==> config.mk <==
export PLATFORM = sky130hd
export DESIGN_NAME = stswc_cmd
export DESIGN_NICKNAME = d
export VERILOG_FILES = /design/src/rtl/stswc_pkg.sv /design/src/rtl/stswc_cmd.sv /design/src/rtl/stswc_uart_rx.sv /design/src/rtl/stswc_uart_tx.sv
export VERILOG_INCLUDE_DIRS = /design/src /design/src/rtl
export SDC_FILE = /design/constraint.sdc
export NUM_CORES = 1
export LEC_CHECK = 0
export BUFFER_PORTS_ARGS = -buffer_cell sky130_fd_sc_hd__buf_2
export CAP_MARGIN = 20
export CORE_UTILIZATION = 60
export DETAILED_ROUTE_END_ITERATION = 10
export PLACE_DENSITY = 0.8
export SETUP_SLACK_MARGIN = 0.02
export SLEW_MARGIN = 10
export SYNTH_ARGS = -nofsm -noshare
export SYNTH_HDL_FRONTEND = slang
export SYNTH_SLANG_ARGS = --single-unit
==> constraint.sdc <==
create_clock -name REF_CLK_I -period 6.3 [get_ports REF_CLK_I]
set_clock_uncertainty 0.05 [all_clocks]
set_input_delay 1.26 -clock REF_CLK_I [delete_from_list [all_inputs] [get_ports REF_CLK_I]]
set_output_delay 1.26 -clock REF_CLK_I [all_outputs]
set_load 0.01 [all_outputs]
==> src/rtl/stswc_regs.svh <==
`ifndef STSWC_REGS_SVH
`define STSWC_REGS_SVH
// ====================================================================
// Clock and serial timing
`define STSWC_CLK_HZ 100000000
`define STSWC_BAUD_BPS 9600
// ====================================================================
// Reserved codes
`define STSWC_CODE_DATA 8'hE1
`define STSWC_CODE_CMD 8'hE3
`define STSWC_CODE_TERM 8'hF1
// ====================================================================
// Command field positions
`define STSWC_CMD_SEL_BIT 7
`define STSWC_TYPE_BIT 4
`define STSWC_SPU_BIT 1
// ====================================================================
// Response codes and configuration read parameter code
`define STSWC_RESP_BIT_ONE 8'hEF
`define STSWC_RESP_BIT_ZERO 8'hEC
`define STSWC_RESP_SPU_HI 8'hF6
`define STSWC_RESP_SPU_LO 8'h76
`define STSWC_RESP_PRESENCE 8'h01
`define STSWC_RESET_PREFIX 3'h6
`define STSWC_CFG_READ 3'h0
`endif

==> src/rtl/stswc_pkg.sv <==
package stswc_pkg;
    typedef enum logic [1:0]
    {
        BUS_OP_RESET,
        BUS_OP_BIT,
        BUS_OP_BYTE,
        BUS_OP_SEARCH
    } stswc_bus_op_t;
    typedef enum logic [1:0]
    {
        SPEED_REGULAR,
        SPEED_FLEX,
        SPEED_OVERDRIVE
    } stswc_speed_t;
endpackage

==> src/rtl/stswc_cmd.sv <==
`timescale 1ns/10ps
`include "stswc_regs.svh"
module stswc_cmd #(
    parameter int BIT_CYC = `STSWC_CLK_HZ / `STSWC_BAUD_BPS,
    parameter logic [2:0] CHIP_REV = 3'h0 // Arbitrary revision value
) (
    // Clock and reset
    input wire logic REF_CLK_I,
    input wire logic RST_N_I,
    // Host serial lines
    input wire logic TXD_I,
    output logic RXD_O,
    // Bus engine requests
    output logic BUS_REQ_O,
    output stswc_pkg::stswc_bus_op_t BUS_OP_O,
    output logic [7:0] BUS_WDATA_O,
    input wire logic BUS_DONE_I,
    input wire logic [7:0] BUS_RDATA_I,
    input wire logic PRESENCE_EVT_I,
    // Strong pullup and programming pulse
    output logic SPU_REQ_O,
    output logic SPU_PROG_O,
    output logic SPU_STOP_O,
    input wire logic SPU_DONE_I,
    // Configuration parameters
    output logic CFG_WR_O,
    output logic [2:0] CFG_PARAM_O,
    output logic [2:0] CFG_VALUE_O,
    input wire logic [2:0] CFG_RDATA_I,
    // Status
    output stswc_pkg::stswc_speed_t SPEED_O,
    output logic SEARCH_EN_O,
    output logic SPU_ARM_O,
    output logic DATA_MODE_O,
    output logic CAL_PENDING_O
);
    typedef enum {ST_IDLE, ST_BUS, ST_RESP1, ST_PULSE, ST_RESP2} stswc_st_t;
    stswc_st_t st_ff;
    logic srst;
    logic mreset_ff;
    logic rx_vld;
    logic [7:0] rx_byte;
    logic rx_brk;
    logic tx_busy;
    logic tx_start;
    logic [7:0] tx_byte;
    logic check_ff;
    logic [7:0] cur_ff;
    logic is_data_ff;
    logic pulse_after_ff;
    logic [7:0] resp1_ff;
    logic [7:0] resp2_ff;
    logic pres_ff;
    logic [7:0] exec_byte;
    logic exec_cmd;
    logic exec_data;

    // ================================================================
    // Speed decode shared by three command kinds
    function automatic stswc_pkg::stswc_speed_t speed_of(input logic [7:0] c);
        unique case (c[3:2])
            2'b01: speed_of = stswc_pkg::SPEED_FLEX;
            2'b10: speed_of = stswc_pkg::SPEED_OVERDRIVE;
            default: speed_of = stswc_pkg::SPEED_REGULAR;
        endcase
    endfunction

    // ================================================================
    // Serial port
    // character framing
    stswc_uart_rx #(.BIT_CYC(BIT_CYC)) u_rx (
        .clk_i(REF_CLK_I),
        .srst_i(srst),
        .rx_i(TXD_I),
        .byte_vld_o(rx_vld),
        .byte_o(rx_byte),
        .brk_o(rx_brk)
    );

    stswc_uart_tx #(.BIT_CYC(BIT_CYC)) u_tx (
        .clk_i(REF_CLK_I),
        .srst_i(srst),
        .start_i(tx_start),
        .byte_i(tx_byte),
        .busy_o(tx_busy),
        .tx_o(RXD_O)
    );

    // ================================================================
    // Master reset
    // break resets all
    always_ff @(posedge REF_CLK_I)
    begin
        if (!RST_N_I)
            mreset_ff <= 1'b0;
        else
            mreset_ff <= rx_brk;
    end

    assign srst = !RST_N_I || mreset_ff;

    // ================================================================
    // Byte routing; bytes arriving while busy are dropped except F1 during a command-mode pulse
    always_comb
    begin
        exec_byte = rx_byte;
        exec_cmd = 1'b0;
        exec_data = 1'b0;
        if (rx_vld && st_ff == ST_IDLE && !CAL_PENDING_O)
        begin
            if (check_ff)
            begin
                if (rx_byte == `STSWC_CODE_CMD)
                    exec_data = 1'b1;
                else
                    exec_cmd = 1'b1;
            end
            else if (DATA_MODE_O)
            begin
                exec_data = (rx_byte != `STSWC_CODE_CMD);
            end
            else
            begin
                exec_cmd = 1'b1;
            end
        end
    end

    // ================================================================
    // Calibration byte
    // consumed silently
    always_ff @(posedge REF_CLK_I)
    begin
        if (srst)
            CAL_PENDING_O <= 1'b1;
        else if (rx_vld)
            CAL_PENDING_O <= 1'b0;
    end

    // ================================================================
    // Mode flags
    always_ff @(posedge REF_CLK_I)
    begin
        if (srst)
        begin
            DATA_MODE_O <= 1'b0;
            check_ff <= 1'b0;
        end
        else if (rx_vld && st_ff == ST_IDLE && !CAL_PENDING_O)
        begin
            if (check_ff)
            begin
                check_ff <= 1'b0;
                DATA_MODE_O <= (rx_byte == `STSWC_CODE_CMD);
            end
            else if (DATA_MODE_O && rx_byte == `STSWC_CODE_CMD)
                check_ff <= 1'b1;
            else if (!DATA_MODE_O && rx_byte == `STSWC_CODE_DATA)
                DATA_MODE_O <= 1'b1;
        end
    end

    // ================================================================
    // Latched configuration flags
    always_ff @(posedge REF_CLK_I)
    begin
        if (srst)
        begin
            SPEED_O <= stswc_pkg::SPEED_REGULAR;
            SEARCH_EN_O <= 1'b0;
            SPU_ARM_O <= 1'b0;
            SPU_PROG_O <= 1'b0;
        end
        else if (exec_cmd && exec_byte[`STSWC_CMD_SEL_BIT])
        begin
            if (exec_byte[6:5] != 2'b11 && (exec_byte[6:5] == 2'b00 || !exec_byte[1]))
                SPEED_O <= speed_of(exec_byte);
            if (exec_byte[6:5] == 2'b01 && !exec_byte[1])
                SEARCH_EN_O <= exec_byte[`STSWC_TYPE_BIT];
            if (exec_byte[6:5] == 2'b11 && exec_byte[3:2] == 2'b11
                && exec_byte != `STSWC_CODE_TERM)
            begin
                SPU_ARM_O <= exec_byte[`STSWC_SPU_BIT];
                SPU_PROG_O <= exec_byte[`STSWC_TYPE_BIT];
            end
        end
        else if (exec_data)
            SPU_PROG_O <= 1'b0;
    end

    // ================================================================
    // Configuration access
    // read or write
    always_comb
    begin
        CFG_WR_O = exec_cmd && !exec_byte[`STSWC_CMD_SEL_BIT]
            && exec_byte[6:4] != `STSWC_CFG_READ;
        CFG_PARAM_O = exec_byte[6:4];
        CFG_VALUE_O = exec_byte[3:1];
    end

    // ================================================================
    // Command and data sequencer
    always_ff @(posedge REF_CLK_I)
    begin
        BUS_REQ_O <= 1'b0;
        SPU_REQ_O <= 1'b0;
        SPU_STOP_O <= 1'b0;
        if (srst)
        begin
            st_ff <= ST_IDLE;
            cur_ff <= 8'h00;
            is_data_ff <= 1'b0;
            pulse_after_ff <= 1'b0;
            resp1_ff <= 8'h00;
            resp2_ff <= 8'h00;
            BUS_OP_O <= stswc_pkg::BUS_OP_RESET;
            BUS_WDATA_O <= 8'h00;
        end
        else
        begin
            unique case (st_ff)
                ST_IDLE:
                    if (exec_data)
                    begin
                        BUS_REQ_O <= 1'b1;
                        BUS_OP_O <= SEARCH_EN_O ? stswc_pkg::BUS_OP_SEARCH
                            : stswc_pkg::BUS_OP_BYTE;
                        BUS_WDATA_O <= exec_byte;
                        cur_ff <= exec_byte;
                        is_data_ff <= 1'b1;
                        pulse_after_ff <= SPU_ARM_O;
                        st_ff <= ST_BUS;
                    end
                    else if (exec_cmd)
                    begin
                        cur_ff <= exec_byte;
                        is_data_ff <= 1'b0;
                        if (!exec_byte[`STSWC_CMD_SEL_BIT])
                        begin
                            resp1_ff <= exec_byte[6:4] == `STSWC_CFG_READ
                                ? {1'b0, exec_byte[3:1], CFG_RDATA_I, 1'b0}
                                : {exec_byte[7:1], 1'b0};
                            pulse_after_ff <= 1'b0;
                            st_ff <= ST_RESP1;
                        end
                        else if (exec_byte[6:5] == 2'b00 && exec_byte[0])
                        begin
                            BUS_REQ_O <= 1'b1;
                            BUS_OP_O <= stswc_pkg::BUS_OP_BIT;
                            BUS_WDATA_O <= {7'h00, exec_byte[`STSWC_TYPE_BIT]};
                            pulse_after_ff <= exec_byte[`STSWC_SPU_BIT];
                            st_ff <= ST_BUS;
                        end
                        else if (exec_byte[6:5] == 2'b10 && exec_byte[1:0] == 2'b01)
                        begin
                            BUS_REQ_O <= 1'b1;
                            BUS_OP_O <= stswc_pkg::BUS_OP_RESET;
                            pulse_after_ff <= 1'b0;
                            st_ff <= ST_BUS;
                        end
                        else if (exec_byte[6:5] == 2'b11 && exec_byte[3:2] == 2'b11
                            && exec_byte[0])
                        begin
                            SPU_REQ_O <= 1'b1;
                            st_ff <= ST_PULSE;
                        end
                    end
                ST_BUS:
                    if (BUS_DONE_I)
                    begin
                        if (is_data_ff)
                            resp1_ff <= BUS_RDATA_I;
                        else if (cur_ff[6:5] == 2'b00)
                            resp1_ff <= {cur_ff[7:2], {2{BUS_RDATA_I[0]}}};
                        else
                            resp1_ff <= {`STSWC_RESET_PREFIX, CHIP_REV[2], 1'b0,
                                CHIP_REV[0], BUS_RDATA_I[1:0]};
                        st_ff <= ST_RESP1;
                    end
                ST_RESP1:
                    if (!tx_busy)
                    begin
                        if (pulse_after_ff)
                        begin
                            SPU_REQ_O <= 1'b1;
                            st_ff <= ST_PULSE;
                        end
                        else
                            st_ff <= ST_IDLE;
                    end
                ST_PULSE:
                    if (rx_vld && rx_byte == `STSWC_CODE_TERM && !DATA_MODE_O)
                    begin
                        SPU_STOP_O <= 1'b1;
                        resp2_ff <= {cur_ff[7:2], 2'b00};
                        st_ff <= ST_RESP2;
                    end
                    else if (SPU_DONE_I)
                    begin
                        if (!is_data_ff && cur_ff[6:5] == 2'b00)
                            resp2_ff <= resp1_ff[0] ? `STSWC_RESP_BIT_ONE
                                : `STSWC_RESP_BIT_ZERO;
                        else if (is_data_ff)
                            resp2_ff <= cur_ff[7] ? `STSWC_RESP_SPU_HI
                                : `STSWC_RESP_SPU_LO;
                        else
                            resp2_ff <= {cur_ff[7:2], 2'b00};
                        st_ff <= ST_RESP2;
                    end
                ST_RESP2:
                    if (!tx_busy)
                        st_ff <= ST_IDLE;
            endcase
        end
    end

    // ================================================================
    // Unsolicited presence; an event during a clear is kept
    // command mode only
    always_ff @(posedge REF_CLK_I)
    begin
        if (srst)
            pres_ff <= 1'b0;
        else if (PRESENCE_EVT_I && !DATA_MODE_O && !check_ff && st_ff == ST_IDLE)
            pres_ff <= 1'b1;
        else if (tx_start && tx_byte == `STSWC_RESP_PRESENCE && st_ff == ST_IDLE)
            pres_ff <= 1'b0;
    end

    // ================================================================
    // Answer byte selection
    always_comb
    begin
        tx_start = 1'b0;
        tx_byte = resp1_ff;
        if (!tx_busy)
        begin
            if (st_ff == ST_RESP1)
                tx_start = 1'b1;
            else if (st_ff == ST_RESP2)
            begin
                tx_start = 1'b1;
                tx_byte = resp2_ff;
            end
            else if (st_ff == ST_IDLE && pres_ff)
            begin
                tx_start = 1'b1;
                tx_byte = `STSWC_RESP_PRESENCE;
            end
        end
    end
endmodule

==> src/rtl/stswc_uart_rx.sv <==
`timescale 1ns/10ps
module stswc_uart_rx #(
    parameter int BIT_CYC = 10416
) (
    // Clock and reset
    input wire logic clk_i,
    input wire logic srst_i,
    // Serial line
    input wire logic rx_i,
    // Received character
    output logic byte_vld_o,
    output logic [7:0] byte_o,
    output logic brk_o
);
    typedef enum {RX_IDLE, RX_START, RX_DATA, RX_STOP, RX_WAIT_HI} stswc_rx_st_t;
    stswc_rx_st_t st_ff;
    logic sync1_ff;
    logic sync2_ff;
    logic [15:0] cnt_ff;
    logic [2:0] bit_ff;
    logic [7:0] sh_ff;
    localparam logic [15:0] FULL = 16'(BIT_CYC - 1);
    localparam logic [15:0] HALF = 16'(BIT_CYC / 2 - 1);

    // ================================================================
    // Pin synchroniser
    always_ff @(posedge clk_i)
    begin
        sync1_ff <= rx_i;
        sync2_ff <= sync1_ff;
    end

    // ================================================================
    // Framing; two stop bits pass because the line just idles high
    always_ff @(posedge clk_i)
    begin
        byte_vld_o <= 1'b0;
        brk_o <= 1'b0;
        if (srst_i)
        begin
            st_ff <= RX_IDLE;
            cnt_ff <= 16'h0000;
            bit_ff <= 3'h0;
            sh_ff <= 8'h00;
            byte_o <= 8'h00;
        end
        else
        begin
            if (cnt_ff != 16'h0000)
                cnt_ff <= cnt_ff - 16'h0001;
            unique case (st_ff)
                RX_IDLE:
                    if (!sync2_ff)
                    begin
                        st_ff <= RX_START;
                        cnt_ff <= HALF;
                    end
                RX_START:
                    if (cnt_ff == 16'h0000)
                    begin
                        st_ff <= sync2_ff ? RX_IDLE : RX_DATA;
                        cnt_ff <= FULL;
                        bit_ff <= 3'h0;
                    end
                RX_DATA:
                    if (cnt_ff == 16'h0000)
                    begin
                        sh_ff <= {sync2_ff, sh_ff[7:1]};
                        cnt_ff <= FULL;
                        bit_ff <= bit_ff + 3'h1;
                        if (bit_ff == 3'h7)
                            st_ff <= RX_STOP;
                    end
                RX_STOP:
                    if (cnt_ff == 16'h0000)
                    begin
                        // Start level where the stop bit belongs is a break
                        if (sync2_ff)
                        begin
                            byte_o <= sh_ff;
                            byte_vld_o <= 1'b1;
                            st_ff <= RX_IDLE;
                        end
                        else
                        begin
                            brk_o <= 1'b1;
                            st_ff <= RX_WAIT_HI;
                        end
                    end
                RX_WAIT_HI:
                    if (sync2_ff)
                        st_ff <= RX_IDLE;
            endcase
        end
    end
endmodule

==> src/rtl/stswc_uart_tx.sv <==
`timescale 1ns/10ps
module stswc_uart_tx #(
    parameter int BIT_CYC = 10416
) (
    // Clock and reset
    input wire logic clk_i,
    input wire logic srst_i,
    // Byte to send
    input wire logic start_i,
    input wire logic [7:0] byte_i,
    output logic busy_o,
    // Serial line
    output logic tx_o
);
    logic [9:0] sh_ff;
    logic [3:0] left_ff;
    logic [15:0] cnt_ff;
    localparam logic [15:0] FULL = 16'(BIT_CYC - 1);

    // Busy covers the whole stop bit so that a following byte cannot cut it short
    assign busy_o = (left_ff != 4'h0) || (cnt_ff != 16'h0000);

    // ================================================================
    // One start, eight data, one stop bit, LSB first
    always_ff @(posedge clk_i)
    begin
        if (srst_i)
        begin
            sh_ff <= 10'h3FF;
            left_ff <= 4'h0;
            cnt_ff <= 16'h0000;
            tx_o <= 1'b1;
        end
        else if (left_ff == 4'h0 && cnt_ff == 16'h0000)
        begin
            if (start_i)
            begin
                sh_ff <= {1'b1, byte_i, 1'b0};
                left_ff <= 4'hA;
                cnt_ff <= 16'h0000;
            end
        end
        else if (cnt_ff == 16'h0000)
        begin
            tx_o <= sh_ff[0];
            sh_ff <= {1'b1, sh_ff[9:1]};
            left_ff <= left_ff - 4'h1;
            cnt_ff <= FULL;
        end
        else
        begin
            cnt_ff <= cnt_ff - 16'h0001;
        end
    end
endmodule

Word level (Yosys, flattened, before mapping)

Cells that the tools add are included.

$add $sub $neg: 4
Bitwise operators: 5
Multiplexer cells: 115
Reductions and logical operators: 80
Eq/ne operators: 44

Operator list:

| cell                                               | count |
|---|---|
| two-way mux 32 bit                                 | 17 |
| case mux 32 bit (5 select lines)                   | 2 |
| two-way mux 8 bit                                  | 21 |
| == test 32 x 2 -> 1 bit, second input constant     | 4 |
| == test 32 x 3 -> 1 bit, second input constant     | 3 |
| logical NOT 32 bit                                 | 3 |
| two-way mux 16 bit                                 | 6 |
| == test 32 x 1 -> 1 bit, second input constant     | 2 |
| two-way mux 1 bit                                  | 46 |
| == test 32 x 4 -> 1 bit, second input constant     | 1 |
| logical NOT 16 bit                                 | 2 |
| case mux 16 bit (2 select lines)                   | 1 |
| nonzero test 16 bit                                | 2 |
| subtractor 16 x 1 -> 16 bit, second input constant | 2 |
| two-way mux 10 bit                                 | 3 |
| == test 8 bit, second input constant               | 3 |
| logical AND 1 bit                                  | 24 |
| inequality test 2 bit, second input constant       | 10 |
| nonzero test 2 bit                                 | 10 |
| AND reduction 2 bit                                | 9 |
| two-way mux 2 bit                                  | 8 |
| inequality test 8 bit, second input constant       | 2 |
| case mux 8 bit (2 select lines)                    | 1 |
| two-way mux 4 bit                                  | 3 |
| 29 further kinds                                   | 63 |

Register bits after elaboration: 183
Word-level logic and storage cells: 281
Input bits: 17

Longest topological paths before layout

Gate-level depths: netlist of the first run.

Depth after elaboration: 11
Depth in mapped cells: 10

By module

Synthesis of the first run repeated with hierarchy kept, for this count alone.

Cell total of the unflattened synthesis: 718
Area, all modules: 6112.1 µm²

Modules (own cells, without submodules):

| module        | instances | cells each | sequential area each (µm²) | area each (µm²) |
|---|---|---|---|---|
| stswc_cmd     | 1         | 308        | 1001.0                     | 2502.4 |
| stswc_uart_rx | 1         | 218        | 840.8                      | 2016.9 |
| stswc_uart_tx | 1         | 192        | 600.6                      | 1592.8 |

Worst setup path before layout of the first run

Ideal clock, no wire load.

Path kind: reg-to-reg
Start: register u_rx.cnt_ff[0]
End: register u_rx.byte_o[0]
Arrival: 2.523 ns
Buffers on the path: 1
Library setup time: 0.128 ns
Clock period less this slack: 2.701 ns
Slack: 3.599 ns
Data required time: 6.122 ns
Cell stages (with the launch flop): 11
Cell sequence: dfxtp_1 -> inv_1 -> ha_1 -> or3b_2 -> or4b_4 -> nor2_8 -> inv_4 -> nor4b_4 -> buf_6 -> mux2i_1 -> nor2_1

Cells in the longest elaborated chain, start to end: 2

Ends and longest elaborated chain:

| element                              | RTL line            | source |
|---|---|---|
| start, declared                      | stswc_uart_rx.sv:19 | `logic [15:0] cnt_ff;` |
| start signal, assigned               | stswc_uart_rx.sv:50 | `cnt_ff <= cnt_ff - 16'h0001;` |
| logical NOT 16 bit                   | stswc_uart_rx.sv:75 | `if (cnt_ff == 16'h0000)` |
| AND reduction 3 bit (no source line) | n/a                 |  |
| end signal, assigned                 | stswc_uart_rx.sv:45 | `byte_o <= 8'h00;` |
| end signal, assigned                 | stswc_uart_rx.sv:80 | `byte_o <= sh_ff;` |
| end, declared                        | stswc_uart_rx.sv:12 | `output logic [7:0] byte_o,` |

No other way between the ends.
A chain may end at the register's enable or synchronous reset.

Worst setup path after layout of the first run

Start: register st_ff[2]
End: output CFG_WR_O

Cells in the longest elaborated chain, start to end: 6

Ends and longest elaborated chain:

| element                            | RTL line         | source |
|---|---|---|
| start, declared                    | stswc_cmd.sv:38  | `stswc_st_t st_ff;` |
| start signal, assigned             | stswc_cmd.sv:211 | `st_ff <= ST_IDLE;` |
| start signal, assigned             | stswc_cmd.sv:233 | `st_ff <= ST_BUS;` |
| start signal, assigned             | stswc_cmd.sv:245 | `st_ff <= ST_RESP1;` |
| logical NOT 32 bit                 | stswc_cmd.sv:109 | `if (rx_vld && st_ff == ST_IDLE && !CAL_PENDING_O)` |
| logical AND 1 bit (2 in series)    | stswc_cmd.sv:109 |  |
| two-way mux 1 bit                  | stswc_cmd.sv:109 |  |
| logical AND 1 bit                  | stswc_cmd.sv:196 | `` CFG_WR_O = exec_cmd && !exec_byte[`STSWC_CMD_SEL_BIT] `` |
| logical AND 1 bit (no source line) | n/a              |  |
| end, declared                      | stswc_cmd.sv:26  | `output logic CFG_WR_O,` |

No other way between the ends.

==> results of run 1 <==
[stage by stage]
stage               instances  utilization [%]  total power [mW]  hold WS (ns)  setup slack [ns]
finish                    856             70.6              2.43         0.279              2.63
global placement          824             64.0              1.42         0.260              3.13
CTS                       856             70.6              2.43         0.282              2.69
floorplan                 694                -              1.33         0.260              3.60
detailed placement        824             64.0              1.44         0.267              3.10
global route              856             70.6              2.55         0.294              2.51
[sequential cells by signal, summed over array words and instances (netlist names), 4 cells and up]
register	count
u_rx.cnt_ff	16
u_tx.cnt_ff	16
u_tx.sh_ff	9
BUS_WDATA_O	8
resp1_ff	8
resp2_ff	8
u_rx.byte_o	8
u_rx.sh_ff	8
cur_ff	6
u_tx.left_ff	4
[power by group through the flow]
stage	clock, mW	sequential, mW	combinational, mW
finish	0.983	0.924	0.524
global route	1.03	0.934	0.585
CTS	0.991	0.921	0.518
detailed placement	0	0.936	0.509
global placement	0	0.932	0.490
floorplan	0	0.917	0.418
[area by class of cell]
type,count,area (sq um),area share (%)
tap,129,161,2.47
multi-input combinational,511,3010,46.2
inverter,15,58.8,0.901
timing repair buffer,47,243,3.72
clock buffer,19,442,6.77
clock inverter,13,166,2.55
sequential,122,2440,37.4
[final timing paths]
path	startpoint	to	cells past startpoint
setup / recovery	st_ff[2]	CFG_WR_O	5
hold / removal	u_rx.sync1_ff	u_rx.sync2_ff	0
setup reg to reg	u_rx.cnt_ff[0]	u_rx.byte_o[4]	9
hold reg to reg	u_rx.sync1_ff	u_rx.sync2_ff	0
[per-layer routing]
metal	part of all wire, %	vias up
met5	0	-
met4	1.7	0
met3	6.8	25
met2	48	206
met1	43	2409
li1	-	2529
[layout by cell type, fill, tap and decap left out, types with 7 or more instances in the layout]
| cell type | synthesis | final |
|---|---|---|
| sky130_fd_sc_hd__inv_1 | 14 | 14 |
| sky130_fd_sc_hd__a22o_1 | 7 | 7 |
| sky130_fd_sc_hd__a211o_1 | 8 | 8 |
| sky130_fd_sc_hd__nand3_1 | 24 | 24 |
| sky130_fd_sc_hd__nand2_1 | 93 | 93 |
| sky130_fd_sc_hd__buf_2 | 10 | 44 |
| sky130_fd_sc_hd__a31oi_1 | 7 | 7 |
| sky130_fd_sc_hd__a22oi_1 | 8 | 8 |
| sky130_fd_sc_hd__o21ai_0 | 17 | 17 |
| sky130_fd_sc_hd__nor2_1 | 72 | 72 |
| sky130_fd_sc_hd__nand2b_1 | 10 | 9 |
| sky130_fd_sc_hd__xnor2_1 | 12 | 12 |
| sky130_fd_sc_hd__nor4_1 | 10 | 10 |
| sky130_fd_sc_hd__mux2i_1 | 17 | 17 |
| sky130_fd_sc_hd__a21oi_1 | 71 | 71 |
| sky130_fd_sc_hd__nor3_1 | 27 | 27 |
| sky130_fd_sc_hd__xor2_1 | 8 | 8 |
| sky130_fd_sc_hd__nand4_1 | 7 | 7 |
| sky130_fd_sc_hd__clkbuf_16 | 0 | 16 |
| sky130_fd_sc_hd__a211oi_1 | 16 | 16 |
| sky130_fd_sc_hd__ha_1 | 8 | 8 |
| sky130_fd_sc_hd__dfxtp_1 | 122 | 122 |
[logic make-up after synthesis]
kind of cell,Yosys count,share of synthesized area [%]
buf+inv,61,4.79
simple gates,292,25.0
mux,21,3.76
fa+ha+maj,8,1.75
flops,122,42.7
compound gates,170,19.0
xor+xnor,20,3.06
==> impl_metrics.yaml, run 1 <==
run_status:
  outcome: "completed"
setup_path:
  worstPathArrival_ns: 2.36
  worstPathMaxFanout: 17
  cp.buffers_inverters: 1
  chain_of_cells_forming_the_critical_path: "nor3_1, and2_0, nand4b_1, nor2_1, buf_2"
  path_class: "reg -> out"
  critPathSlowestCell: "sky130_fd_sc_hd__nor3_1"
  path_delay_family: "simple AND/OR/NAND/NOR gates"
  reg2reg_setup_slack_ns: 3.07
  start_kind: "register"
  setup.worst_path.end_class: "primary output"
  timing.critical_path.slowest_cell_delay_ns: 0.54
  timing.critical_path.required_ns: 4.99
cts:
  clock_path_buffers: 2
  clock_tree_from_tritoncts: "done"
  ctsRootBufferMaster: "sky130_fd_sc_hd__clkbuf_8"
  clkLatencyLatePin_ns: 0.53
  cts_num_sinks: 122
  numCtsBuffers: 17
  count_of_h_tree_levels_built_during_cts: 4
  post_cts_resized: 0
  clkSlewWorstSetupHoldPaths_ns: 0.06
  post_cts_buffers: 0
  ctsHoldBuffers: 0
cells_and_area:
  layout-drive-gt1-share_pct: 12.9
  layout.filler_cells: 722
  fin_area_sq_mm: 0.00653
  final_nets: 739
  layout-area-overhead-vs-synth_pct: 14.0
  diodes: 0
grt:
  groute.layer.met1.usage_pct: 37.8
  grt_start_max_net_pins: 53
  grt_pass1_vias: 4890
  track_usage_pct: 29.9
  globalRouteMet2Util_pct: 50.0
  global_route.peak_usage_layer: "met2"
  gr-usage-met3_pct: 6.11
  grt_antenna_before_repair: 0
  grt_remaining_overflow: 0
  first_pass_grt_wire_length_um: 23400
route:
  routedWlPerCell_um: 16.3
  detail_route.first_pass.iterations: 5
  routed_antenna_nets: 0
  routed_wirelength_um: 14000
  initial_drt_markers: 385
  vias_per_cell: 6.04
  detailroute.via_count: 5169
  drcViolationCount: 0
synthesis:
  synth_area_leaders: "sky130_fd_sc_hd__dfxtp_1, sky130_fd_sc_hd__a21oi_1, sky130_fd_sc_hd__nand2_1"
  syn-cell-area_sq_mm: 0.00573
  synthDominantCellAreaShare_pct: 42.7
  postSynth.asyncResetShare_pct: 0
  yosys_cell_types: 59
  synth_seq_cells: 122
  ys_top_cells_by_count: "sky130_fd_sc_hd__dfxtp_1, sky130_fd_sc_hd__nand2_1, sky130_fd_sc_hd__nor2_1, sky130_fd_sc_hd__a21oi_1, sky130_fd_sc_hd__clkbuf_1"
  synth_seq_area_share_pct: 42.7
  synth.largest_area_cell: "sky130_fd_sc_hd__dfxtp_1"
  synthesized_nets: 719
  synth_area_per_cell_sq_um: 8.25
  synth_flop_cell: "sky130_fd_sc_hd__dfxtp_1"
  postSynthCellCount: 694
  synth_enable_flop_cells: 0
  ys.warnings.count: 0
  synth.most_common_cell: "sky130_fd_sc_hd__dfxtp_1"
place:
  routabilityCongestion: 0.895
  io_port_bufs: 44
  dpl.hpwl_um: 9290
  placement.cell_area_sq_mm: 0.00592
power_and_ir_drop:
  power.share.sequential_pct: 38.0
  power.share.combinational_pct: 21.6
  internal_power_consumption_mw: 1.68
  share_clk_of_total_power_pct: 40.4
  switching_share_pct: 30.8
  irDropWorstVdd_uv: 275
  p_leak_nw: 2.46
  power_density_mw_per_mm2: 372
  switchingPower_mw: 0.749
timing:
  finalSetupViolations: 0
  hold_violations: 0
  setup_total_negative_slack_ns: 0
  max_freq_mhz: 273
  layout_min_cycle_time_ns: 3.67
  post-route-period-util_pct: 58.2
  tightest_slew_ns: 1.09
  slew_headroom_pct: 27.4
  rsz0062_at_grt: "no"
  final_max_slew_viol_count: 0
floorplan:
  die_area_sq_mm: 0.00994
  initial_utilization_pct: 62.0
  floorplan.core_area_sq_mm: 0.00924
  chipHeight_um: 99.7
  core.rowCount: 35
  die_w_um: 99.7
  floorplan.io_pins: 45
worst_hold_path:
  worstHoldPathType: "reg -> reg"
job:
  drv_cap: 0
(Power assumes the default switching activity.)
==> run 2: changes to the inputs <==
CORE_UTILIZATION = 54   (was 60)
PLACE_DENSITY = 0.76   (was 0.8)
clock period = 3 ns   (was 6.3 ns; I/O delays follow)
==> run 2 against run 1 <==
  * Via count is 2.6% higher
  * Hold slack got worse by 0.16 ns
  * Sequential share of layout area decreased by 0.69 points
  * Utilization down 6.2 points
  * Die area up 11%
  * Cell area up 1.9%
  * Sequential cell count is the same
  * Clock power grew 90%
  * Worst setup slack worse by 2.4 ns
  * Register-to-register slack got worse by 2.9 ns
  * Critical endpoint is now u_rx.byte_o[1]
==> impl_metrics.yaml, run 2 (same netlist as run 1, synthesis figures left out) <==
run_status:
  outcome: "completed"
place:
  io_port_bufs: 44
  routabilityCongestion: 0.879
  dpl.cell_count: 852
  dpl.hpwl_um: 10200
  placement.cell_area_sq_mm: 0.00608
cts:
  clock_path_buffers: 2
  clkLatencyLatePin_ns: 0.53
  cts_num_sinks: 122
  clkSlewWorstSetupHoldPaths_ns: 0.06
  clock_tree_from_tritoncts: "done"
  ctsRootBufferMaster: "sky130_fd_sc_hd__clkbuf_8"
  count_of_h_tree_levels_built_during_cts: 4
  post_cts_buffers: 0
  post_cts_resized: 0
  numCtsBuffers: 17
  ctsHoldBuffers: 0
floorplan:
  die_area_sq_mm: 0.0110
  floorplan.core_area_sq_mm: 0.0103
  core.rowCount: 37
  die_w_um: 105
  floorplan.io_pins: 45
  chipHeight_um: 105
  initial_utilization_pct: 55.5
route:
  drcViolationCount: 0
  dr_wl_met3_um: 684
  routedWlPerCell_um: 16.5
  detail_route.first_pass.iterations: 5
  initial_drt_markers: 376
  routed_antenna_nets: 0
  vias_per_cell: 5.99
  top_layer_used: "met4"
  routedLengthMet1_um: 6630
  routed_wirelength_um: 14600
  wl_met2_um: 7090
  detailroute.via_count: 5305
setup_path:
  timing.critical_path.slowest_cell_delay_ns: 0.59
  worstPathMaxFanout: 8
  worstPathArrival_ns: 3.15
  chain_of_cells_forming_the_critical_path: "inv_1, ha_2, or3b_4, or4b_4, nor2_8, inv_4, nor4b_4, buf_6, mux2i_1, nor2_1"
  critPathSlowestCell: "sky130_fd_sc_hd__or4b_4"
  timing.critical_path.required_ns: 3.36
  path_class: "reg -> reg"
  setup.worst_path.end_class: "register"
  start_kind: "register"
cells_and_area:
  layout-drive-gt1-share_pct: 15.5
  most-common-layout-cells: "sky130_fd_sc_hd__dfxtp_1, sky130_fd_sc_hd__nand2_1, sky130_fd_sc_hd__nor2_1"
  instances_no_fill: 885
  layout_commonest_cell: "sky130_fd_sc_hd__dfxtp_1"
  reg.largest.list: "u_rx.cnt_ff: 16 flops, u_tx.cnt_ff: 16 flops, u_tx.sh_ff: 9 flops"
  layout.filler_cells: 871
  fin_area_sq_mm: 0.00665
  layout-area-overhead-vs-synth_pct: 16.1
  final_nets: 760
timing:
  finalHoldWorstSlack_ns: 0.123
  slew_headroom_pct: 37.6
  finalSetupViolations: 0
  layout_min_cycle_time_ns: 2.79
  tightest_slew_ns: 0.928
  post-route-period-util_pct: 93.0
  hold_violations: 0
  max_freq_mhz: 358
  final_max_slew_viol_count: 0
  rsz0062_at_grt: "no"
  setup_total_negative_slack_ns: 0
grt:
  track_usage_pct: 27.4
  grt_start_max_net_pins: 44
  grt_remaining_overflow: 0
  grt_pass1_vias: 4956
  first_pass_grt_wire_length_um: 24100
  grt_antenna_before_repair: 1
power_and_ir_drop:
  p_leak_nw: 2.56
  irDropWorstVdd_uv: 523
  total_power_mw: 4.98
  power_density_mw_per_mm2: 749
job:
  drv_cap: 0
worst_hold_path:
  worstHoldPathType: "in -> reg"
[run 2: critical path: cells and delay by family, from the launching register on]
kind	cells	cell delay, ns
adders and majority gates	1	0.22
buffers and inverters	3	0.34
DFF	1	0.34
muxes	1	0.22
and+or+nand+nor	5	1.50
[run 2: metrics by stage]
stage,utilization (%),setup WS [ns]
finish,64.4,0.209
global route,64.4,0.0895
CTS,64.3,0.0347
detailed placement,58.9,0.0818
global placement,58.9,0.184
floorplan,-,0.299
[run 2: final cells by class]
type / instances / area, sq um / share of cell area, %
clock buffers: 18 / 428 / 6.44
well taps: 136 / 170 / 2.56
diodes: 1 / 2.50 / 0.0376
inverters: 15 / 58.8 / 0.885
repair buffers: 68 / 404 / 6.08
multi-input cells: 511 / 3020 / 45.4
flip-flops and latches: 122 / 2440 / 36.7
clock inverters: 14 / 125 / 1.88
[run 2: routing by layer]
layer	vias up	GRT usage, %
li1	2569	-
met1	2558	34.9
met2	155	45.5
met3	23	5.18
met4	0	11.0
met5	-	0
[run 2: path summary, 6_finish.rpt]
kind                                     start              to  slack [ns]  depth (start not counted)
worst max-delay path            u_rx.cnt_ff[1]  u_rx.byte_o[1]        0.21                         10
worst min-delay path                     TXD_I   u_rx.sync1_ff        0.12                          1
worst max register to register  u_rx.cnt_ff[1]  u_rx.byte_o[1]        0.21                         10
worst min register to register   u_rx.sync1_ff   u_rx.sync2_ff        0.28                          0
[run 2: where the power goes]
part           switching (mW)  internal, mW
combinational           0.680         0.495
sequential              0.148          1.79
clock                   0.752          1.12
==> run 3: changes to the inputs <==
CELL_PAD_IN_SITES_DETAIL_PLACEMENT = 1   (was default)
CELL_PAD_IN_SITES_GLOBAL_PLACEMENT = 2   (was default)
CORE_MARGIN = 2   (was default)
CORE_UTILIZATION = 33   (was 54)
PLACE_DENSITY = default   (was 0.76)
PLACE_DENSITY_LB_ADDON = 0.1   (was default)
==> run 3 against run 2 <==
  * Register-to-register slack improved by 0.02 ns
  * Count of clock-buffer cells in the layout is 1 lower
  * Combinational power grew 8%
  * Sequential share of layout area decreased by 1.0 points
  * Clock power rose by 9%
  * Sequential cell count unchanged
==> impl_metrics.yaml, run 3 (same netlist as run 1, synthesis figures left out) <==
route:
  detail_route.first_pass.iterations: 4
  drcViolationCount: 0
  vias_per_cell: 5.39
  routed_antenna_nets: 0
  routed_wirelength_um: 17600
  initial_drt_markers: 232
  routedWlPerCell_um: 18.0
  detailroute.via_count: 5278
cts:
  clkSlewWorstSetupHoldPaths_ns: 0.06
  clock_tree_from_tritoncts: "done"
  numCtsBuffers: 17
  count_of_h_tree_levels_built_during_cts: 4
  ctsRootBufferMaster: "sky130_fd_sc_hd__clkbuf_16"
  clock_path_buffers: 2
  clkLatencyLatePin_ns: 0.43
  cts_num_sinks: 122
floorplan:
  die_area_sq_mm: 0.0184
  die_w_um: 136
  floorplan.io_pins: 45
  floorplan.core_area_sq_mm: 0.0171
  initial_utilization_pct: 33.5
  chipHeight_um: 136
  core.rowCount: 48
grt:
  first_pass_grt_wire_length_um: 28800
  grt_remaining_overflow: 0
  grt_antenna_before_repair: 0
  grt_pass1_vias: 5345
  track_usage_pct: 20.1
  grt_start_max_net_pins: 26
timing:
  finalSetupViolations: 0
  max_freq_mhz: 361
  hold_violations: 0
  setup_total_negative_slack_ns: 0
  tightest_slew_ns: 0.891
  layout_min_cycle_time_ns: 2.77
  slew_headroom_pct: 40.0
  post-route-period-util_pct: 92.4
  final_max_slew_viol_count: 0
  rsz0062_at_grt: "no"
setup_path:
  timing.critical_path.required_ns: 3.25
  path_delay_family: "simple AND/OR/NAND/NOR gates"
  critPathSlowestCell: "sky130_fd_sc_hd__or4_1"
  timing.critical_path.slowest_cell_delay_ns: 0.65
  cp.buffers_inverters: 2
  worstPathArrival_ns: 3.03
  worstPathMaxFanout: 8
  setup.worst_path.end_class: "register"
  chain_of_cells_forming_the_critical_path: "or4_1, or4b_4, nor2_8, inv_4, nor4b_4, buf_6, mux2i_2, nor2_1"
  path_class: "reg -> reg"
  start_kind: "register"
place:
  dpl.hpwl_um: 12600
  io_port_bufs: 44
  routabilityCongestion: 0.832
cells_and_area:
  multi_input_area_sq_mm: 0.00302
  area.sequential_sq_mm: 0.00244
  most-common-layout-cells: "sky130_fd_sc_hd__dfxtp_1, sky130_fd_sc_hd__nand2_1, sky130_fd_sc_hd__nor2_1"
  layout-drive-gt1-share_pct: 16.4
  layout.filler_cells: 2076
  reg.largest.list: "u_rx.cnt_ff: 16 flops, u_tx.cnt_ff: 16 flops, u_tx.sh_ff: 9 flops"
  final_nets: 767
  layout_commonest_cell: "sky130_fd_sc_hd__dfxtp_1"
  diodes: 0
  layout-area-overhead-vs-synth_pct: 19.4
power_and_ir_drop:
  total_power_mw: 5.23
  p_leak_nw: 2.60
  power_density_mw_per_mm2: 764
  irDropWorstVdd_uv: 505
job:
  drv_cap: 0
worst_hold_path:
  worstHoldPathType: "in -> reg"
run_status:
  outcome: "completed"
[run 3: cell types whose count changed in the layout (fill, tap and decap cells not counted), moves of 2 or more]
cell,before,now
sky130_fd_sc_hd__clkinv_4,5,2
sky130_fd_sc_hd__inv_6,1,9
sky130_fd_sc_hd__clkbuf_8,2,0
sky130_fd_sc_hd__clkinv_2,4,0
sky130_fd_sc_hd__buf_4,23,30
[run 3: worst reg2reg max path, stage by stage (launching register included)]
cell,delay [ns]
sky130_fd_sc_hd__dfxtp_1,0.35
sky130_fd_sc_hd__or4_1,0.65
sky130_fd_sc_hd__or4b_4,0.58
sky130_fd_sc_hd__nor2_8,0.19
sky130_fd_sc_hd__inv_4,0.08
sky130_fd_sc_hd__nor4b_4,0.27
sky130_fd_sc_hd__buf_6,0.19
sky130_fd_sc_hd__mux2i_2,0.23
sky130_fd_sc_hd__nor2_1,0.06
[run 3: timing repair]
action	in CTS	in global routing
endpoints found under the setup margin	0	8
resized for setup	0	3
hold buffers	0	0
setup buffers	0	2
[run 3: power breakdown]
part	internal, mW	switching [mW]	leakage [nW]
Combinational	0.531	0.728	1.33
Sequential	1.78	0.153	0.990
Clock	1.17	0.861	0.279
[run 3: worst paths after layout]
| path | from | end | slack [ns] | depth (start not counted) |
|---|---|---|---|---|
| setup / recovery | u_rx.cnt_ff[6] | u_rx.byte_o[2] | 0.23 | 8 |
| hold reg to reg | u_rx.sync1_ff | u_rx.sync2_ff | 0.28 | 0 |
| hold / removal | TXD_I | u_rx.sync1_ff | 0.23 | 1 |
| setup reg to reg | u_rx.cnt_ff[6] | u_rx.byte_o[2] | 0.23 | 8 |
[run 3: stage by stage]
step	util [%]	cells	setup WS, ns	hold slack (ns)	instance area, sq um
2_1_floorplan	-	694	0.299	0.260	5730
3_3_place_gp	36.4	946	0.236	0.262	6230
3_5_place_dp	36.4	946	0.149	0.266	6230
4_1_cts	39.8	978	0.0895	0.209	6810
5_1_grt	39.9	980	0.113	0.207	6840
6_report	39.9	980	0.227	0.226	6840
[run 3: layout make-up]
class / instances / area share (%)
Multi-Input combinational cell: 511 / 44.2
Sequential cell: 122 / 35.7
Clock buffer: 17 / 6.22
Inverter: 15 / 0.860
Tap cell: 225 / 4.12
Clock inverter: 15 / 2.23
Timing Repair Buffer: 75 / 6.68
[run 3: metal layers]
| metal | track usage [%] | vias up | routed length (um) |
|---|---|---|---|
| li1 | - | 2576 | - |
| met1 | 26.4 | 2626 | 8610 |
| met2 | 33.4 | 58 | 8410 |
| met3 | 4.38 | 18 | 406 |
| met4 | 5.38 | 0 | 214 |
| met5 | 0 | - | 0 |
